===== config.mk =====
export PLATFORM = sky130hd
export DESIGN_NAME = fcsd_host
export DESIGN_NICKNAME = d
export VERILOG_FILES = /design/src/logic/fcsd_pkg.sv /design/src/logic/fcsd_bus_cycle.sv /design/src/logic/fcsd_host.sv
export SDC_FILE = /design/constraint.sdc
export NUM_CORES = 1
export LEC_CHECK = 0
export ABC_CLOCK_PERIOD_IN_PS = 3000
export BUFFER_PORTS_ARGS = -buffer_cell sky130_fd_sc_hd__buf_2
export CORE_AREA = 3 3 186 233
export DETAILED_ROUTE_END_ITERATION = 12
export DIE_AREA = 0 0 189 236
export GPL_ROUTABILITY_DRIVEN = 0
export HOLD_SLACK_MARGIN = 0.12
export PLACE_DENSITY = 0.5
export SLEW_MARGIN = 20
export SYNTH_ARGS = -nofsm -noshare
export SYNTH_HDL_FRONTEND = slang
export SYNTH_SLANG_ARGS = --single-unit

===== constraint.sdc =====
create_clock -name mclk -period 3 [get_ports mclk]
set_input_delay 0.6 -clock mclk [delete_from_list [all_inputs] [get_ports mclk]]
set_output_delay 0.6 -clock mclk [all_outputs]
set_load 0.02 [all_outputs]

===== src/logic/fcsd_pkg.sv =====
// Shared constants and carriers of the flash command sequencer.
// Assumes a x16 flash with word addressing driven by this host controller.
package fcsd_pkg;
   localparam int ADDR_W = 26;
   localparam int DATA_W = 16;
   localparam logic [ADDR_W-1:0] LOC_UNLOCK1 = 26'h0000555;
   localparam logic [ADDR_W-1:0] LOC_UNLOCK2 = 26'h00002AA;
   localparam logic [ADDR_W-1:0] LOC_QUERY = 26'h0000055;
   localparam logic [ADDR_W-1:0] LOC_ANY = 26'h0000000;
   localparam logic [DATA_W-1:0] CODE_UNLOCK1 = 16'h00AA;
   localparam logic [DATA_W-1:0] CODE_UNLOCK2 = 16'h0055;
   localparam logic [DATA_W-1:0] CODE_RESET = 16'h00F0;
   localparam logic [DATA_W-1:0] CODE_STAT_RD = 16'h0070;
   localparam logic [DATA_W-1:0] CODE_STAT_CLR = 16'h0071;
   localparam logic [DATA_W-1:0] CODE_PROG = 16'h00A0;
   localparam logic [DATA_W-1:0] CODE_BUF_LOAD = 16'h0025;
   localparam logic [DATA_W-1:0] CODE_BUF_CONF = 16'h0029;
   localparam logic [DATA_W-1:0] CODE_ERASE = 16'h0080;
   localparam logic [DATA_W-1:0] CODE_CHIP = 16'h0010;
   localparam logic [DATA_W-1:0] CODE_SECTOR = 16'h0030;
   localparam logic [DATA_W-1:0] CODE_SUSP = 16'h00B0;
   localparam logic [DATA_W-1:0] CODE_PSUSP = 16'h0051;
   localparam logic [DATA_W-1:0] CODE_RESUME = 16'h0030;
   localparam logic [DATA_W-1:0] CODE_PRESUME = 16'h0050;
   localparam logic [DATA_W-1:0] CODE_ID = 16'h0090;
   localparam logic [DATA_W-1:0] CODE_QUERY = 16'h0098;
   localparam logic [DATA_W-1:0] CODE_SECURE = 16'h0088;
   localparam logic [DATA_W-1:0] CODE_LOCK = 16'h0040;
   localparam logic [DATA_W-1:0] CODE_EXIT = 16'h0000;
   // Bus cycle timing in ns and in 50 ns clock cycles, rounded up.
   localparam int CLK_NS = 50;
   localparam int T_WE_NS = 100;
   localparam int T_RD_NS = 100;
   localparam logic [3:0] WE_CYC = 4'((T_WE_NS + CLK_NS - 1) / CLK_NS);
   localparam logic [3:0] RD_CYC = 4'((T_RD_NS + CLK_NS - 1) / CLK_NS);
   localparam logic [3:0] GAP_CYC = 4'h1;

   typedef enum logic [3:0]
   {
      FCSD_OP_READ = 4'h0, FCSD_OP_RESET = 4'h1, FCSD_OP_STAT_RD = 4'h2,
      FCSD_OP_STAT_CLR = 4'h3, FCSD_OP_PROG = 4'h4, FCSD_OP_BUF = 4'h5,
      FCSD_OP_BUF_ABORT = 4'h6, FCSD_OP_CHIP_ERASE = 4'h7,
      FCSD_OP_SECT_ERASE = 4'h8, FCSD_OP_SUSPEND = 4'h9,
      FCSD_OP_RESUME = 4'hA, FCSD_OP_ID = 4'hB, FCSD_OP_QUERY = 4'hC,
      FCSD_OP_SECURE = 4'hD, FCSD_OP_SECURE_EXIT = 4'hE,
      FCSD_OP_LOCK = 4'hF
   } fcsd_op_t;

   typedef struct packed {
      fcsd_op_t op;
      logic enhanced;
      logic [ADDR_W-1:0] addr;
      logic [DATA_W-1:0] data;
      logic [8:0] count;
   } fcsd_req_t;

   typedef struct packed {
      logic [ADDR_W-1:0] addr;
      logic [DATA_W-1:0] data;
   } fcsd_cyc_t;

   typedef struct packed {
      logic ce_n;
      logic we_n;
      logic oe_n;
      logic [ADDR_W-1:0] addr;
      logic [DATA_W-1:0] dq_out;
      logic dq_oe;
   } fcsd_pins_t;
endpackage


===== src/logic/fcsd_bus_cycle.sv =====
// One asynchronous flash bus cycle, write or read, timed in clock cycles.
// Assumes the flash answers a read within the read hold time.
`timescale 1ns/1ns
module fcsd_bus_cycle
(
   input wire logic mclk,
   input wire logic nrst,
   input wire logic clk_en,
   input wire logic start,
   input wire logic is_read,
   input wire fcsd_pkg::fcsd_cyc_t cyc,
   input wire logic [fcsd_pkg::DATA_W-1:0] dq_in,
   output fcsd_pkg::fcsd_pins_t pins,
   output logic busy,
   output logic done,
   output logic [fcsd_pkg::DATA_W-1:0] rd_data
);
   import fcsd_pkg::*;

   typedef enum logic [2:0]
   {
      FCSD_BC_IDLE = 3'b001, FCSD_BC_ACT = 3'b010, FCSD_BC_GAP = 3'b100
   } fcsd_bc_state_t;

   typedef struct packed {
      fcsd_bc_state_t st;
      logic [3:0] cnt;
      logic rd;
      logic done;
      fcsd_pins_t pins;
      logic [DATA_W-1:0] rd_data;
   } fcsd_bc_t;

   fcsd_bc_t s;
   fcsd_bc_t next_s;

   always_comb
   begin
      next_s = s;
      next_s.done = 1'b0;
      case (s.st)
         FCSD_BC_IDLE:
         begin
            if (start)
            begin
               next_s.st = FCSD_BC_ACT;
               next_s.rd = is_read;
               next_s.cnt = is_read ? RD_CYC : WE_CYC;
               next_s.pins.ce_n = 1'b0;
               next_s.pins.we_n = is_read;
               next_s.pins.oe_n = !is_read;
               next_s.pins.addr = cyc.addr;
               next_s.pins.dq_out = cyc.data;
               next_s.pins.dq_oe = !is_read;
            end
         end
         FCSD_BC_ACT:
         begin
            if (s.cnt == 4'h1)
            begin
               next_s.st = FCSD_BC_GAP;
               next_s.cnt = GAP_CYC;
               if (s.rd)
               begin
                  next_s.rd_data = dq_in;
               end
               // Data stays driven for one cycle after we_n rises for hold.
               next_s.pins.ce_n = 1'b1;
               next_s.pins.we_n = 1'b1;
               next_s.pins.oe_n = 1'b1;
            end
            else
            begin
               next_s.cnt = s.cnt - 4'h1;
            end
         end
         FCSD_BC_GAP:
         begin
            next_s.pins.dq_oe = 1'b0;
            if (s.cnt == 4'h1)
            begin
               next_s.st = FCSD_BC_IDLE;
               next_s.done = 1'b1;
            end
            else
            begin
               next_s.cnt = s.cnt - 4'h1;
            end
         end
         default:
         begin
            next_s.st = FCSD_BC_IDLE;
         end
      endcase
   end

   always_ff @(posedge mclk or negedge nrst)
   begin
      if (!nrst)
      begin
         s <= '{st: FCSD_BC_IDLE, cnt: 4'h0, rd: 1'b0, done: 1'b0,
                pins: '{ce_n: 1'b1, we_n: 1'b1, oe_n: 1'b1,
                        addr: '0, dq_out: '0, dq_oe: 1'b0},
                rd_data: '0};
      end
      else if (clk_en)
      begin
         s <= next_s;
      end
   end

   assign pins = s.pins;
   assign busy = (s.st != FCSD_BC_IDLE);
   assign done = s.done;
   assign rd_data = s.rd_data;

   a_strobe_exclusive: assert property (@(posedge mclk) disable iff (!nrst)
      !(!s.pins.we_n && !s.pins.oe_n))
      else $error("write and read strobes low together");
   a_write_width: assert property (@(posedge mclk) disable iff (!nrst)
      $fell(s.pins.we_n) && clk_en [*1] |=> !s.pins.we_n)
      else $error("write strobe shorter than two cycles");
endmodule


===== src/logic/fcsd_host.sv =====
// Host controller that turns flash command requests into bus cycles.
// Assumes one request at a time; req_ready is high while a new one is taken.
// Notes on behaviour
// - Array read is one bus read at the location, no command first.
// - Writing F0 anywhere returns the flash to array read.
// - Status read: write 70 at 555, then read any location.
// - Writing 71 at 555 clears the status flags.
// - Word program: AA/555, 55/2AA, A0/555, then data at target.
// - Buffer load: unlock, 25 at sector, count minus one, then each slot's word.
// - After the buffer load, 29 at the sector starts programming.
// - Abort recovery: AA/555, 55/2AA, F0/555.
// - Chip erase: AA, 55, 80, AA, 55, then 10 at 555.
// - Sector erase: same five writes, then 30 at the sector.
// - 30 anywhere resumes; 50 resumes programming, enhanced form.
// - Identification entry: AA, 55, then 90 at 555 in the sector.
// - 98 at 55 in a sector enters the query space.
// - In identification or query space each read returns table words.
// - Secure region entry: AA, 55, 88 at 555.
// - Secure exit: AA, 55, 90 at 555, then 0 anywhere.
// - Lock register entry: AA, 55, then 40 at 555.
`timescale 1ns/1ns
module fcsd_host
#(
   parameter int MAX_WORDS = 256
)
(
   input wire logic mclk,
   input wire logic nrst,
   input wire logic clk_en,
   input wire logic req_valid,
   output logic req_ready,
   input wire fcsd_pkg::fcsd_req_t req,
   output logic buf_rd,
   output logic [8:0] buf_idx,
   input wire logic [fcsd_pkg::DATA_W-1:0] buf_data,
   output logic resp_valid,
   output logic [fcsd_pkg::DATA_W-1:0] resp_data,
   output logic in_secure,
   output logic in_table,
   output logic flash_ce_n,
   output logic flash_we_n,
   output logic flash_oe_n,
   output logic [fcsd_pkg::ADDR_W-1:0] flash_addr,
   output logic [fcsd_pkg::DATA_W-1:0] flash_dq_out,
   output logic flash_dq_oe,
   input wire logic [fcsd_pkg::DATA_W-1:0] flash_dq_in
);
   import fcsd_pkg::*;

   typedef enum logic [2:0]
   {
      FCSD_IDLE = 3'b001, FCSD_ISSUE = 3'b010, FCSD_WAIT = 3'b100
   } fcsd_state_t;

   typedef struct packed {
      fcsd_state_t st;
      fcsd_req_t r;
      logic [3:0] step;
      logic [8:0] slot;
      logic secure;
      logic table_sp;
      logic resp_valid;
      logic [DATA_W-1:0] resp_data;
   } fcsd_host_t;

   fcsd_host_t s;
   fcsd_host_t next_s;
   fcsd_cyc_t cyc;
   logic cyc_read;
   logic cyc_last;
   logic bc_start;
   logic bc_done;
   logic bc_busy;
   logic [DATA_W-1:0] bc_data;
   fcsd_pins_t pins;

   function automatic fcsd_cyc_t wr(input logic [ADDR_W-1:0] a,
                                    input logic [DATA_W-1:0] d);
      fcsd_cyc_t c;
      c.addr = a;
      c.data = d;
      return c;
   endfunction

   // Unlock pair at steps 0 and 1 used by most sequences.
   function automatic fcsd_cyc_t unlock(input logic [3:0] k);
      return (k == 4'h0) ? wr(LOC_UNLOCK1, CODE_UNLOCK1)
                         : wr(LOC_UNLOCK2, CODE_UNLOCK2);
   endfunction

   // Sector base with the low word bits replaced by an offset.
   function automatic logic [ADDR_W-1:0] in_sector(
      input logic [ADDR_W-1:0] a, input logic [ADDR_W-1:0] off);
      return {a[ADDR_W-1:16], off[15:0]};
   endfunction

   // Cycle table: address, data, whether a read, whether the last one.
   always_comb
   begin
      cyc = wr(s.r.addr, s.r.data);
      cyc_read = 1'b0;
      cyc_last = 1'b1;
      buf_rd = 1'b0;
      buf_idx = s.slot;
      case (s.r.op)
         FCSD_OP_READ:
         begin
            cyc_read = 1'b1;
         end
         FCSD_OP_RESET:
         begin
            cyc = wr(LOC_ANY, CODE_RESET);
         end
         FCSD_OP_STAT_RD:
         begin
            cyc_last = (s.step == 4'h1);
            cyc_read = (s.step == 4'h1);
            if (s.step == 4'h0)
            begin
               cyc = wr(LOC_UNLOCK1, CODE_STAT_RD);
            end
         end
         FCSD_OP_STAT_CLR:
         begin
            cyc = wr(LOC_UNLOCK1, CODE_STAT_CLR);
         end
         FCSD_OP_PROG:
         begin
            cyc_last = (s.step == 4'h3);
            if (s.step < 4'h2)
            begin
               cyc = unlock(s.step);
            end
            else if (s.step == 4'h2)
            begin
               cyc = wr(LOC_UNLOCK1, CODE_PROG);
            end
         end
         FCSD_OP_BUF:
         begin
            cyc_last = 1'b0;
            if (s.step < 4'h2)
            begin
               cyc = unlock(s.step);
            end
            else if (s.step == 4'h2)
            begin
               cyc = wr(s.r.addr, CODE_BUF_LOAD);
            end
            else if (s.step == 4'h3)
            begin
               cyc = wr(s.r.addr, DATA_W'(s.r.count - 9'h001));
            end
            else if (s.step == 4'h4)
            begin
               buf_rd = 1'b1;
               cyc = wr(s.r.addr + ADDR_W'(s.slot), buf_data);
            end
            else
            begin
               cyc = wr(s.r.addr, CODE_BUF_CONF);
               cyc_last = 1'b1;
            end
         end
         FCSD_OP_BUF_ABORT:
         begin
            cyc_last = (s.step == 4'h2);
            cyc = (s.step < 4'h2) ? unlock(s.step)
                                  : wr(LOC_UNLOCK1, CODE_RESET);
         end
         FCSD_OP_CHIP_ERASE, FCSD_OP_SECT_ERASE:
         begin
            cyc_last = (s.step == 4'h5);
            if (s.step == 4'h2)
            begin
               cyc = wr(LOC_UNLOCK1, CODE_ERASE);
            end
            else if (s.step == 4'h5)
            begin
               cyc = (s.r.op == FCSD_OP_CHIP_ERASE)
                  ? wr(LOC_UNLOCK1, CODE_CHIP)
                  : wr(s.r.addr, CODE_SECTOR);
            end
            else
            begin
               cyc = unlock((s.step > 4'h2) ? s.step - 4'h3 : s.step);
            end
         end
         FCSD_OP_SUSPEND:
         begin
            cyc = wr(LOC_ANY, s.r.enhanced ? CODE_PSUSP : CODE_SUSP);
         end
         FCSD_OP_RESUME:
         begin
            cyc = wr(LOC_ANY, s.r.enhanced ? CODE_PRESUME : CODE_RESUME);
         end
         FCSD_OP_ID, FCSD_OP_SECURE, FCSD_OP_LOCK:
         begin
            cyc_last = (s.step == 4'h2);
            if (s.step < 4'h2)
            begin
               cyc = unlock(s.step);
            end
            else if (s.r.op == FCSD_OP_ID)
            begin
               cyc = wr(in_sector(s.r.addr, LOC_UNLOCK1), CODE_ID);
            end
            else if (s.r.op == FCSD_OP_SECURE)
            begin
               cyc = wr(LOC_UNLOCK1, CODE_SECURE);
            end
            else
            begin
               cyc = wr(LOC_UNLOCK1, CODE_LOCK);
            end
         end
         FCSD_OP_QUERY:
         begin
            cyc = wr(in_sector(s.r.addr, LOC_QUERY), CODE_QUERY);
         end
         FCSD_OP_SECURE_EXIT:
         begin
            cyc_last = (s.step == 4'h3);
            if (s.step < 4'h2)
            begin
               cyc = unlock(s.step);
            end
            else if (s.step == 4'h2)
            begin
               cyc = wr(LOC_UNLOCK1, CODE_ID);
            end
            else
            begin
               cyc = wr(LOC_ANY, CODE_EXIT);
            end
         end
         default:
         begin
            cyc_read = 1'b1;
         end
      endcase
   end

   assign bc_start = (s.st == FCSD_ISSUE);

   always_comb
   begin
      next_s = s;
      next_s.resp_valid = 1'b0;
      case (s.st)
         FCSD_IDLE:
         begin
            if (req_valid)
            begin
               next_s.r = req;
               next_s.step = 4'h0;
               next_s.slot = 9'h000;
               next_s.st = FCSD_ISSUE;
            end
         end
         FCSD_ISSUE:
         begin
            next_s.st = FCSD_WAIT;
         end
         FCSD_WAIT:
         begin
            if (bc_done)
            begin
               next_s.st = FCSD_ISSUE;
               if (s.r.op == FCSD_OP_BUF && s.step == 4'h4 &&
                   s.slot + 9'h001 < s.r.count)
               begin
                  next_s.slot = s.slot + 9'h001;
               end
               else
               begin
                  next_s.step = s.step + 4'h1;
               end
               if (cyc_last)
               begin
                  next_s.st = FCSD_IDLE;
                  next_s.resp_valid = 1'b1;
                  next_s.resp_data = cyc_read ? bc_data : '0;
                  // Mode tracking follows reset, secure entry and exit, ID and query; a buffer abort leaves it as it was.
                  case (s.r.op)
                     FCSD_OP_RESET:
                     begin
                        next_s.secure = 1'b0;
                        next_s.table_sp = 1'b0;
                     end
                     FCSD_OP_SECURE_EXIT:
                     begin
                        next_s.secure = 1'b0;
                     end
                     FCSD_OP_SECURE:
                     begin
                        next_s.secure = 1'b1;
                     end
                     FCSD_OP_ID, FCSD_OP_QUERY:
                     begin
                        next_s.table_sp = 1'b1;
                     end
                     default:
                     begin
                        next_s.table_sp = s.table_sp;
                     end
                  endcase
               end
            end
         end
         default:
         begin
            next_s.st = FCSD_IDLE;
         end
      endcase
   end

   always_ff @(posedge mclk or negedge nrst)
   begin
      if (!nrst)
      begin
         s <= '{st: FCSD_IDLE, r: '{op: FCSD_OP_READ, enhanced: 1'b0,
                addr: '0, data: '0, count: 9'h000},
                step: 4'h0, slot: 9'h000, secure: 1'b0, table_sp: 1'b0,
                resp_valid: 1'b0, resp_data: '0};
      end
      else if (clk_en)
      begin
         s <= next_s;
      end
   end

   fcsd_bus_cycle u_cycle
   (
      .mclk(mclk),
      .nrst(nrst),
      .clk_en(clk_en),
      .start(bc_start),
      .is_read(cyc_read),
      .cyc(cyc),
      .dq_in(flash_dq_in),
      .pins(pins),
      .busy(bc_busy),
      .done(bc_done),
      .rd_data(bc_data)
   );

   assign req_ready = (s.st == FCSD_IDLE);
   assign resp_valid = s.resp_valid;
   assign resp_data = s.resp_data;
   assign in_secure = s.secure;
   assign in_table = s.table_sp;
   assign flash_ce_n = pins.ce_n;
   assign flash_we_n = pins.we_n;
   assign flash_oe_n = pins.oe_n;
   assign flash_addr = pins.addr;
   assign flash_dq_out = pins.dq_out;
   assign flash_dq_oe = pins.dq_oe;

   a_prog_third: assert property (@(posedge mclk)
      disable iff (!nrst) bc_start && s.r.op == FCSD_OP_PROG && s.step == 4'h2
      |-> cyc.addr == LOC_UNLOCK1 && cyc.data == CODE_PROG)
      else $error("word program third cycle wrong");
   a_stat_read: assert property (@(posedge mclk)
      disable iff (!nrst) bc_start && s.r.op == FCSD_OP_STAT_RD &&
      s.step == 4'h0 |-> cyc.data == CODE_STAT_RD && !cyc_read)
      else $error("status read command wrong");
   a_erase_last: assert property (@(posedge mclk)
      disable iff (!nrst) bc_start && s.r.op == FCSD_OP_CHIP_ERASE &&
      s.step == 4'h5 |-> cyc.data == CODE_CHIP && cyc.addr == LOC_UNLOCK1)
      else $error("chip erase final cycle wrong");
   a_sect_last: assert property (@(posedge mclk)
      disable iff (!nrst) bc_start && s.r.op == FCSD_OP_SECT_ERASE &&
      s.step == 4'h5 |-> cyc.data == CODE_SECTOR && cyc.addr == s.r.addr)
      else $error("sector erase final cycle wrong");
   a_erase_fourth: assert property (@(posedge mclk)
      disable iff (!nrst) bc_start && s.r.op == FCSD_OP_SECT_ERASE &&
      s.step == 4'h3 |-> cyc.data == CODE_UNLOCK1)
      else $error("erase second unlock wrong");
   a_reset_clears: assert property (@(posedge mclk)
      disable iff (!nrst) clk_en && s.st == FCSD_WAIT && bc_done &&
      s.r.op == FCSD_OP_RESET |=> !s.secure && !s.table_sp)
      else $error("reset did not leave alternate space");
   a_secure_exit: assert property (@(posedge mclk)
      disable iff (!nrst) bc_start && s.r.op == FCSD_OP_SECURE_EXIT &&
      s.step == 4'h3 |-> cyc.data == CODE_EXIT && cyc_last)
      else $error("secure exit final cycle wrong");
   a_buf_confirm: assert property (@(posedge mclk)
      disable iff (!nrst) bc_start && s.r.op == FCSD_OP_BUF &&
      s.step == 4'h5 |-> cyc.data == CODE_BUF_CONF && cyc.addr == s.r.addr)
      else $error("buffer confirm wrong");
   a_read_single: assert property (@(posedge mclk)
      disable iff (!nrst) bc_start && s.r.op == FCSD_OP_READ
      |-> cyc_read && cyc_last)
      else $error("array read not a single read");
   a_issue_idle: assert property (@(posedge mclk)
      disable iff (!nrst) bc_start |-> !bc_busy)
      else $error("bus cycle started while one is running");
endmodule


; Word-level counts from Yosys, hierarchy flattened
; Index checks and enable logic that the tools add are counted.
; W data, S select, Z words.
[classes]
reduce_logical = 31
order_cmp = 3
n_mux = 59
n_eq_ne = 35
addsub = 6
[ops]
columns = cell, count
row1 = $mux W42, 13
row2 = $pmux W42 S12, 1
row3 = $mux W27, 4
row4 = $mux W72, 1
row5 = $mux W46, 1
row6 = $eq A4 B4 Y1 const B, 8
row7 = $mux W32, 1
row8 = $add A26 B9 Y26, 1
row9 = $pmux W13 S2, 1
row10 = $eq A4 B3 Y1 const B, 6
row11 = $mux W8, 3
row12 = $reduce_and A4 Y1, 5
row13 = $reduce_and A5 Y1, 4
row14 = $mux W19, 1
row15 = $pmux W3 S3, 2
row16 = $mux W17, 1
row17 = $eq A4 B2 Y1 const B, 4
row18 = $mux W16, 1
row19 = $mux W4, 4
row20 = $eq A4 B1 Y1 const B, 3
row21 = $logic_not A4 Y1, 3
row22 = $mux W3, 4
row23 = $pmux W4 S3, 1
row24 = $reduce_and A3 Y1, 4
row25 = other kinds (27), 57
[totals]
ff_bits = 162
elab_cells = 157

; Longest topological paths before layout
; Gate-level depths: netlist of run 1.
[logic_depth]
depth_word = 9
depth_mapped = 12
mapped_depth_nobuf = 11

; Modules after synthesis
; From an unflattened synthesis of run 1, not the netlist that was laid out.
[hier_totals]
hier_cells = 1142
hier_area_um2 = 10470.0
[modules_own_cells]
columns = module, area_each_um2, n_inst, cells_each, seq_area_each_um2
row1 = fcsd_host, 7085.5, 1, 879, 2278.4
row2 = fcsd_bus_cycle, 3384.5, 1, 263, 1781.7

; Worst setup path before layout of run 1
; Ideal clock, no wire load.
[synth_timing]
path_kind = reg2reg
startpoint = reg s (netlist bit buf_idx[1])
endpoint = reg s (netlist bit buf_idx[0])
setup_time_ns = 0.134
t_arrival_ns = 2.605
stages_incl_launch_ff = 13
slack_ns = 0.261
synth_period_minus_slack_ns = 2.739
path_buffers = 1
required_ns = 2.866
path_cell_list = dfrtp_1 -> ha_1 -> and3_1 -> nand2b_1 -> nand2_1 -> ha_1 -> a21o_1 -> a21o_1 -> a2111oi_1 -> nand4_1 -> clkbuf_1 -> nand3_1 -> o21ai_0
[synth_between]
elab_chain_len = 5
[synth_lines]
columns = item, line_no
row1 = start: declaration, fcsd_host.sv:66  ; fcsd_host_t s;
row2 = start signal: assignment, fcsd_host.sv:322  ; s <= '{st: FCSD_IDLE, r: '{op: FCSD_OP_READ, enhanced: 1'b0,
row3 = start signal: assignment, fcsd_host.sv:329  ; s <= next_s;
row4 = $add A9 B1 Y9, fcsd_host.sv:271  ; s.slot + 9'h001 < s.r.count)
row5 = $lt A9 B9 Y1, fcsd_host.sv:271
row6 = $logic_and A1 B1 Y1, fcsd_host.sv:270  ; if (s.r.op == FCSD_OP_BUF && s.step == 4'h4 &&
row7 = $ne A2 B2 Y1 (no line), n/a
row8 = $reduce_and A5 Y1 (no line), n/a
; Every way passes these cells.
; A chain may end at the register's enable or synchronous reset.

; Final worst setup path of run 1
[layout_timing]
startpoint = reg s[85] in the netlist's numbering
endpoint = out buf_rd
[layout_between]
elab_chain_len = 2
[layout_lines]
columns = item, line_no
row1 = $eq A4 B3 Y1, fcsd_host.sv:105  ; case (s.r.op)
row2 = $mux W1, fcsd_host.sv:105
row3 = end: declaration, fcsd_host.sv:33  ; output logic buf_rd,
; Every way passes these cells.

==> impl_results.md, run 1 <==
- Outcome: finished clean
- Antenna cells: 0
- Detail Route Antenna Nets: 0
- Maximum number of pins on one net before global-route repair: 66
- Layout cell share with drive strength beyond 1: a little under a third
- Count of flip-flops with a built-in enable after synthesis: 0
- Worst hold path class: primary input to async pin
- Cell types with the highest counts after synthesis: dfrtp_1 (157), nand2_1 (114), o21ai_0 (86)
- Cells after synthesis: about 1100
- Initial standard-cell utilization of the core: between 20% and 30%
- Area share of the largest cell type after synthesis: 38.2%
- Count of warnings emitted by yosys: 0
- Sw frac: 43.7%
- Total buffers and inverters traversed by the critical path: 2
- Floorplan die area: 44600 µm²
- Core region area: a little over 40000 µm²
- Per-instance average area after synthesis: 9.16 µm²
- Syn-to-layout area delta: 20.0%
- Clock insertion delay at the later pin of the skew report: ~0.45 ns
- Synthesized net count: ~1200
- CTS Hold Bufs: 0
- Combinational share of power: 41.1%
- DRC violation total after the first TritonRoute iteration: 711
- Clock Pin Slew Worst Setup and Hold Paths: approximately 0.080 ns
- Required @ worst endpoint: around 2.4 ns
- Number of gates on the worst path with buffers counted: 4
- Time the final worst path needs with I/O delays and setup: 2.89 ns
- Endpoint of the worst register-to-register path: u_cycle.pins[25]
- Max Clock Freq: roughly 350 MHz
- Slew Viols, Final: 0
- Cell types occupying the most area after synthesis: dfrtp_1 (38%), mux2_2 (7.9%), buf_4 (4.9%), o21ai_0 (4.2%), nand2_1 (4.2%)
- Sequential standard cell area: roughly 4000 µm²
- Crit path to: buf_rd
- Count of state elements after synthesis: around 160
- Clk pwr share: ~22%
- Cell type with the highest aggregate area in the netlist: dfrtp_1
- Post-layout net count: ~1400
- Setup crit start: s[85]
- Maxcap violations: 0
- Worst-path cell with the longest stage delay: dfrtp_1
- Final worst setup slack: 0.112 ns
- Launch instance of the worst register-to-register path: s[28]
- Setup CP Type: flip-flop to output port
- Number of vias per cell: 5.03
- H-Tree Level Count: 4
- Post-place setup slack: 0.0953 ns
- Chain of cells forming the critical path: nand4bb_1 > buf_4 > nor2_1 > buf_2
- Maximum fanout along the worst path: 17
- Final hold violations: 0
- Deepest clock path buffer count: 2
- Multi-input combinational cell area: about 5400 µm²
- Async set-or-reset flop fraction in the synthesized netlist: between 90% and 100%
- Number of antenna violations at the first check in global routing: 0
- Signal arrival time at the worst endpoint: ~2.3 ns
- Worst hold slack: 0.165 ns
- Final setup TNS: 0 ns
- Worst-case vdd ir drop: around 0.56 mV
- Worst path top cell family by delay: simple AND/OR/NAND/NOR gates
- Share of the cycle needed by the critical path after routing: a little over nine tenths
- Total of cells resized after clock tree synthesis: 0
- Global-route wire length before repair: 54500 µm
- HPWL reported at the end of detailed placement: approximately 27000 µm
- Worst Tran Pin Value: 0.688 ns
- Number of placed cells counting well taps: ~1800
- Combined area of all synthesized cells: between 10000 and 15000 µm²
- Headroom to the max-slew limit: between 50 and 60%
- Routed wire per std cell: 19.3 µm
- Clock sink count: between 150 and 200
- Final setup violation count: 0
- Static leakage: ~5.5 nW
- Cts bufs inserted: 17
- Combined global-route utilization of all metal layers: 15.6%
- Setup slack of the worst register-to-register path: 0.14 ns
- Critical Path End Type: output port
- Height of the chip: ~240 µm
- Routed via count: 9168
- Pwr Density: 846 nW/µm²
- Clock tree from TritonCTS: done
- Worst r2r path cells: 10
- Postcts setup bufs: 0
- Std cell rows: between 80 and 90
- Final std cells w/o fill: 1821
- Type of element launching the critical path: flip-flop
- Library cell with the highest instance count after synthesis: dfrtp_1
- Delay of the slowest critical-path stage: 0.61 ns
- # fillers: between 4000 and 5000
- Sequential fraction of the synthesis area: between 30% and 40%
- Power share of the sequential group: a little under two fifths
- Net switching power: 4.57 mW
- RSZ-0062 raised after global routing: no
- Count of distinct cell types in the synthesized netlist: 86
- Number of input and output port buffers inserted: approximately 170
- Count of unresolved DRC violations after routing: 0
- DRT Wirelength: ~35000 µm
- Internal power summed over all cells: 5.88 mW
- Share of the core filled with cells in the final layout: between 20 and 30%
- Number of global-route vias before repair: just over 9000
- Chip width: between 150 and 200 µm
- Boundary pin count: about 170
- Main synth FF type: dfrtp_1
- TritonRoute pass-1 iters: 5
- Clock tree root driver cell: clkbuf_16
- Clock skew after layout: between 0.01 and 0.015 ns
- Remaining global-route overflow: 0
==> layer usage <==
| layer | track usage (%) | up-vias | wire, µm |
|---|---|---|---|
| li1 | - | 4300 | - |
| met1 | 20.9 | 4473 | 15800 |
| met2 | 25.4 | 353 | 16400 |
| met3 | 3.21 | 42 | 2360 |
| met4 | 4.18 | 0 | 619 |
| met5 | 0 | - | 0 |
==> flip-flops by register name, summed over array words and instances (netlist names), 8 cells and up <==
register         count
buf_idx              9
resp_data           16
u_cycle.s            8
s                   63
u_cycle.rd_data     16
u_cycle.pins        46
==> per-stage QoR <==
step	total power, mW	cell area, µm²
after CTS	10.5	12300
after global placement	8.09	11700
after floorplan	6.70	10300
final	10.5	12400
after global routing	11.1	12400
after detailed placement	8.13	11700
==> cell usage in the layout (no fill, tap or decap), types with 7 or more instances in the layout <==
cell and count:
buf_2 166, and3_1 13, a221oi_1 10, or3_1 15, nor4_1 9, ha_1 25
clkbuf_16 17, and2_1 10, nand2b_1 20, o21ai_0 86, a211oi_1 8, nor2b_1 8
nor3b_1 11, buf_4 78, o211ai_1 10, nand4_1 7, dfrtp_1 156, a21o_1 12
mux2_2 72, o31ai_1 13, nand3_1 36, a21boi_0 7, xnor2_1 15, inv_1 24
a21oi_1 49, nor3_1 23, nand2_1 114, o21a_1 8, nor2_1 67, a31oi_1 21
==> worst min-delay path by stage <==
stage	slack, ns	endpoint	depth (start not counted)
after floorplan	0.30	buf_idx[0]	0
after global placement	0.46	resp_data[0]	2
after detailed placement	0.47	resp_data[0]	2
after CTS	0.17	u_cycle.pins[16]	1
after global routing	0.19	u_cycle.pins[16]	1
final	0.16	u_cycle.pins[24]	1
==> cell type report <==
class                   instances  area share, %
well taps                     552           5.59
repair buffers                248           12.0
clock buffers                  17           3.44
multi-input cells             803           43.7
clock inverters                15           1.63
inverters                      24          0.729
flip-flops and latches        162           32.9
==> cell families after synthesis <==
kind of cell / count (synthesis) / synth area share [%]
flip-flops: 162 / 39.4
AO/OA/AOI/OAI: 297 / 18.9
XOR/XNOR: 20 / 1.70
adder cells (fa/ha/maj): 26 / 3.23
buffers and inverters: 159 / 8.58
multiplexers: 76 / 8.28
AND/OR/NAND/NOR: 384 / 19.9
==> power by group through the flow <==
stage                     Sequential, mW  Combinational (mW)  Clock (mW)
after detailed placement            3.88                4.26           0
after floorplan                     3.45                3.26           0
final                               3.86                4.29        2.30
after global routing                3.97                4.68        2.46
after CTS                           3.84                4.28        2.37
after global placement              3.86                4.23           0
(Power assumes the default switching activity.)
==> run 2, diff against run 1 <==
ABC_CLOCK_PERIOD_IN_PS = 3600   (was 3000)
clock period = 3.6 ns   (was 3 ns; I/O delays follow)
==> run 2 against run 1 <==
Core utilization is 1.0 points lower. Combinational power is 19% lower. Non-clock buffer count fell by 45. Register-to-register slack improved by 0.30 ns. Critical path depth increased by 1. Wire length down 0.93%. Global-route usage shrank 0.17 points. Count of clock-buffer cells in the layout did not move. Cell area decreased by 3.4%. Total power fell by 19%. Cell count down 2.5%. Critical endpoint unchanged. Largest cell class unchanged. Largest power group unchanged.
==> impl_results.md, run 2 (synthesis results as in run 1) <==
- Outcome: finished clean
- Combined global-route utilization of all metal layers: 15.4% (-0.17 points)
- Max reg flops: 63 (unchanged)
- CTS Hold Bufs: 0 (unchanged)
- Time the final worst path needs with I/O delays and setup: 3.26 ns
- Clock tree root driver cell: clkbuf_16
- DRT Wirelength: 34900 µm (-0.93%)
- Maximum number of pins on one net before global-route repair: 66 (unchanged)
- Launch instance of the worst register-to-register path: s[29]
- Static leakage: 5.30 nW (-4.3%)
- Number of vias per cell: 5.13 (+1.8%)
- Postcts setup bufs: 0 (unchanged)
- Deepest clock path buffer count: 2 (unchanged)
- Post-layout net count: 1329 (-3.3%)
- TritonRoute pass-1 iters: 5 (unchanged)
- Worst hold slack: 0.289 ns (+0.124 ns)
- Worst r2r path cells: 8 (-2)
- Final instance area: 11900 µm² (-3.4%)
- Layout cell share with drive strength beyond 1: 27.9% (-2.9 points)
- Worst-case vdd ir drop: 0.427 mV (-24%)
- Antenna cells: 0 (unchanged)
- Core region area: 41200 µm² (unchanged)
- RSZ-0062 raised after global routing: no
- Chip width: 189 µm (unchanged)
- Initial standard-cell utilization of the core: 25.0% (unchanged)
- Clock insertion delay at the later pin of the skew report: 0.45 ns (about the same)
- Share of the core filled with cells in the final layout: 29.0% (-1.0 points)
- Routed wire per std cell: 19.6 µm (+1.6%)
- Pwr Density: 711 nW/µm² (-16%)
- Cts bufs inserted: 17 (unchanged)
- Commonest cells after routing, fill and taps aside: buf_2 (166), dfrtp_1 (157), nand2_1 (114)
- Count of unresolved DRC violations after routing: 0 (unchanged)
- Worst hold path class: primary input to async pin
- Remaining global-route overflow: 0 (unchanged)
- Std cell rows: 83 (unchanged)
- Final setup violation count: 0 (unchanged)
- Floorplan die area: 44600 µm² (unchanged)
- Sequential standard cell area: 4060 µm² (about the same)
- Most common cell after layout, fill and taps aside: buf_2
- Final std cells w/o fill: 1776 (-2.5%)
- Global-route wire length before repair: 53400 µm (-2.1%)
- Critical Path End Type: output port
- Final worst setup slack: 0.335 ns (+0.224 ns)
- Cell area reported after detailed placement: 11400 µm² (-3.0%)
- Total of cells resized after clock tree synthesis: 0 (unchanged)
- Endpoint of the worst register-to-register path: u_cycle.pins[29]
- Setup slack of the worst register-to-register path: 0.44 ns (+0.30 ns)
- Final setup TNS: 0 ns (unchanged)
- Setup CP Type: flip-flop to output port
- Clock skew after layout: 0.0129 ns (-0.000518 ns)
- Maxcap violations: 0 (unchanged)
- Number of placed cells counting well taps: 1744 (-2.5%)
- Worst Tran Pin Value: 0.993 ns (+0.305 ns)
- Detail Route Antenna Nets: 0 (unchanged)
- Required @ worst endpoint: 2.88 ns (+0.48 ns)
- PnR Total Power: 8.49 mW (-19%)
- Final hold violations: 0 (unchanged)
- H-Tree Level Count: 4 (unchanged)
- # fillers: 4467 (+1.4%)
- Number of global-route vias before repair: 8770 (-3.4%)
- Maximum fanout along the worst path: 12 (-5)
- Clock Pin Slew Worst Setup and Hold Paths: 0.08 ns (about the same)
- DRC violation total after the first TritonRoute iteration: 689 (-3.1%)
- Max Clock Freq: about 300 MHz
- Height of the chip: 236 µm (unchanged)
- Clock tree from TritonCTS: done
- Slew Viols, Final: 0 (unchanged)
- HPWL reported at the end of detailed placement: 26400 µm (-3.1%)
- Number of input and output port buffers inserted: 167 (unchanged)
- Headroom to the max-slew limit: 33.8% (-20 points)
- Share of the cycle needed by the critical path after routing: about 90%
- Clock sink count: 162 (unchanged)
- Syn-to-layout area delta: 16.0%
- Multi-input combinational cell area: 5370 µm² (-0.56%)
- Number of antenna violations at the first check in global routing: 1 (+1)
- Signal arrival time at the worst endpoint: 2.54 ns (+0.25 ns)
- Routed via count: 9106 (-0.68%)
- Register with the highest flop count: s
- Post-place setup slack: 0.490 ns (+0.394 ns)
- Type of element launching the critical path: flip-flop
- Boundary pin count: 168 (unchanged)
run 2: power breakdown:
part           internal (mW)  switching [mW]  total, mW  leakage [nW]
logic                   1.39            2.09       3.49          2.97
registers               2.45           0.717       3.17          2.05
clock network          0.932           0.904       1.84         0.288
total                   4.78            3.72       8.49          5.30
run 2: final cells by class:
type | instances | area share [%]
Clock buffer | 17 | 3.56
Clock inverter | 15 | 1.39
Inverter | 24 | 0.754
Multi-Input combinational cell | 803 | 45.0
Sequential cell | 162 | 34.0
Tap cell | 552 | 5.78
Timing Repair Buffer | 203 | 9.52
run 2: worst max-delay path by stage:
stage,cells after the start,end,from
floorplan,12,buf_idx[0],buf_idx[1]
detailed placement,8,u_cycle.pins[29],s[29]
CTS,5,buf_rd,s[29]
finish,5,buf_rd,s[29]
global placement,8,u_cycle.pins[29],s[29]
global route,5,buf_rd,s[29]
run 2: critical path: stages (launching register included):
cell and delay [ns]:
dfrtp_1 0.51, inv_1 0.20, ha_1 0.47, nand3b_1 0.35, nor2_1 0.34, buf_2 0.22
run 2: per-layer routing:
metal / vias to the layer above / part of all wire, % / GRT usage (%)
met5: - / 0.037 / 0
met4: 2 / 2.4 / 4.83
met3: 53 / 6.9 / 3.45
met2: 351 / 46 / 24.4
met1: 4464 / 44 / 20.8
li1: 4236 / - / -
==> run 3, diff against run 2 <==
--- a/config.mk
+++ b/config.mk
@@ -9,2 +9,4 @@
 export BUFFER_PORTS_ARGS = -buffer_cell sky130_fd_sc_hd__buf_2
+export CELL_PAD_IN_SITES_DETAIL_PLACEMENT = 0
+export CELL_PAD_IN_SITES_GLOBAL_PLACEMENT = 1
 export CORE_AREA = 3 3 186 233
@@ -14,3 +16,3 @@
 export HOLD_SLACK_MARGIN = 0.12
-export PLACE_DENSITY = 0.5
+export PLACE_DENSITY = 0.6
 export SLEW_MARGIN = 20
@@ -19 +21,2 @@
 export SYNTH_SLANG_ARGS = --single-unit
+export TNS_END_PERCENT = 100
--- a/constraint.sdc
+++ b/constraint.sdc
@@ -3,2 +3,2 @@
 set_output_delay 0.72 -clock mclk [all_outputs]
-set_load 0.02 [all_outputs]
+set_load 0.01 [all_outputs]
==> run 3 against run 2 <==
Sequential power about the same. Global-route usage is 0.53 points higher. Sequential share of layout area fell by 0.21 points. First-iteration DRC count grew 25%. Non-clock buffer count increased by 6. Critical path type is now flip-flop to flip-flop.
==> impl_results.md, run 3 (synthesis results as in run 1) <==
- Maximum number of pins on one net before global-route repair: 73 (+11%)
- Clock insertion delay at the later pin of the skew report: 0.45 ns (about the same)
- Count of unresolved DRC violations after routing: 0 (unchanged)
- Layout cell share with drive strength beyond 1: 28.2% (+0.35 points)
- Number of vias per cell: 5.06 (-1.4%)
- Internal power summed over all cells: 4.85 mW (+1.4%)
- Maxcap violations: 0 (unchanged)
- Most common cell after layout, fill and taps aside: buf_2
- Critical Path End Type: flip-flop
- Detail Route Antenna Nets: 0 (unchanged)
- Sequential standard cell area: 4060 µm² (unchanged)
- Final setup TNS: 0 ns (unchanged)
- Postcts setup bufs: 0 (unchanged)
- Time the final worst path needs with I/O delays and setup: 3.19 ns (-0.0758 ns)
- Share of the cycle needed by the critical path after routing: 88.6% (-2.1 points)
- Combined global-route utilization of all metal layers: 15.9% (+0.53 points)
- Chip width: 189 µm (unchanged)
- Number of global-route vias before repair: 8976 (+2.3%)
- Clock tree root driver cell: clkbuf_16
- RSZ-0062 raised after global routing: no
- Sw frac: 42.3% (-1.5 points)
- Floorplan die area: 44600 µm² (unchanged)
- Clk pwr share: 22.9% (+1.3 points)
- Signal arrival time at the worst endpoint: 3.53 ns (+0.99 ns)
- Routed via count: 9012 (-1.0%)
- Number of antenna violations at the first check in global routing: 0 (-1)
- Number of input and output port buffers inserted: 167 (unchanged)
- Antenna cells: 0 (unchanged)
- Commonest cells after routing, fill and taps aside: buf_2 (166), dfrtp_1 (157), nand2_1 (114)
- Required @ worst endpoint: 3.94 ns (+1.06 ns)
- Boundary pin count: 168 (unchanged)
- TritonRoute pass-1 iters: 6 (+1)
- Total of cells resized after clock tree synthesis: 0 (unchanged)
- Headroom to the max-slew limit: 32.8% (-0.96 points)
- Pwr Density: 698 nW/µm² (-1.8%)
- Cts bufs inserted: 17 (unchanged)
- Worst hold path class: primary input to async pin
- Clock skew after layout: 0.0153 ns (+0.00239 ns)
- Height of the chip: 236 µm (unchanged)
- Power share of the sequential group: 38.1% (+0.8 points)
- Remaining global-route overflow: 0 (unchanged)
- # fillers: 4433 (-0.76%)
- Clock Pin Slew Worst Setup and Hold Paths: 0.07 ns (about the same)
- Initial standard-cell utilization of the core: 25.0% (unchanged)
- Setup CP Type: flip-flop to flip-flop
- Core region area: 41200 µm² (unchanged)
- Worst Tran Pin Value: 1.01 ns (+0.0143 ns)
- Type of element launching the critical path: flip-flop
- Net switching power: 3.55 mW (-4.5%)
- Deepest clock path buffer count: 2 (unchanged)
- Launch instance of the worst register-to-register path: buf_idx[1]
- Routed wire per std cell: 20.1 µm (+2.3%)
- Worst-case vdd ir drop: 0.622 mV (+46%)
- Slew Viols, Final: 0 (unchanged)
- Max reg flops: 63 (unchanged)
- Post-layout net count: 1335 (+0.45%)
- Clock sink count: 162 (unchanged)
- Register with the highest flop count: s
- Global-route wire length before repair: 55300 µm (+3.7%)
- Outcome: finished clean
- Final setup violation count: 0 (unchanged)
- Combinational share of power: 39.0% (-2.0 points)
- Static leakage: 5.33 nW (+0.65%)
- Maximum fanout along the worst path: 7 (-5)
- Cell area reported after detailed placement: 11400 µm² (+0.40%)
- Multi-input combinational cell area: 5370 µm² (unchanged)
- Std cell rows: 83 (unchanged)
- Max Clock Freq: 314 MHz (+2.4%)
- Final instance area: 12000 µm² (+0.61%)
- H-Tree Level Count: 4 (unchanged)
- Clock tree from TritonCTS: done
- HPWL reported at the end of detailed placement: 27000 µm (+2.3%)
- PnR Total Power: 8.39 mW (-1.2%)
- DRC violation total after the first TritonRoute iteration: 863 (+25%)
- Final hold violations: 0 (unchanged)
- CTS Hold Bufs: 0 (unchanged)
- DRT Wirelength: 35800 µm (+2.7%)
- Setup crit start: buf_idx[1]
- Share of the core filled with cells in the final layout: 29.1% (+0.18 points)
- Syn-to-layout area delta: 16.7%
## run 3: power groups by stage
stage / Clock [mW] / Combinational [mW] / Sequential [mW]
6_report: 1.92 / 3.27 / 3.20
5_1_grt: 2.05 / 3.60 / 3.29
4_1_cts: 1.97 / 3.29 / 3.19
3_5_place_dp: 0 / 3.27 / 3.22
3_3_place_gp: 0 / 3.28 / 3.21
2_1_floorplan: 0 / 2.54 / 2.85
## run 3: layout make-up
class / count / share of cell area, %
Sequential cell: 162 / 33.8
Timing Repair Buffer: 209 / 9.84
Clock inverter: 15 / 1.61
Tap cell: 552 / 5.75
Multi-Input combinational cell: 803 / 44.7
Inverter: 24 / 0.750
Clock buffer: 17 / 3.54
## run 3: critical path, stage by stage, from the launching register on
cell and delay, ns:
dfrtp_1 0.50, ha_1 0.27, and3_1 0.22, nand2b_1 0.13, nand2_1 0.07, ha_1 0.28, a21o_1 0.16, a21o_1 0.17
a2111oi_1 0.49, a31oi_1 0.28, a31o_2 0.30, o21ai_0 0.21
## run 3: routing by layer
layer / wire (µm) / vias to the layer above / GRT usage [%]
li1: - / 4245 / -
met1: 16700 / 4435 / 21.8
met2: 16600 / 301 / 25.6
met3: 2020 / 31 / 3.55
met4: 553 / 0 / 3.48
met5: 0 / - / 0
## run 3: final timing paths
| kind | endpoint | slack, ns | depth (start not counted) |
|---|---|---|---|
| min in group mclk | resp_data[11] | 0.48 | 2 |
| max in group asynchronous | s[78] | 2.41 | 2 |
| worst max-delay path | s[28] | 0.41 | 11 |
| worst min-delay path | s[65] | 0.25 | 1 |
| worst max register to register | s[28] | 0.41 | 11 |
| worst min register to register | resp_data[11] | 0.48 | 2 |
## run 3: per-stage QoR
step	hold WS, ns	worst slack, ns	cells
final	0.254	0.411	1782
after global routing	0.317	0.0961	1782
after CTS	0.318	0.439	1782
after detailed placement	0.466	0.511	1750
after global placement	0.452	0.536	1750
after floorplan	0.424	0.861	1124
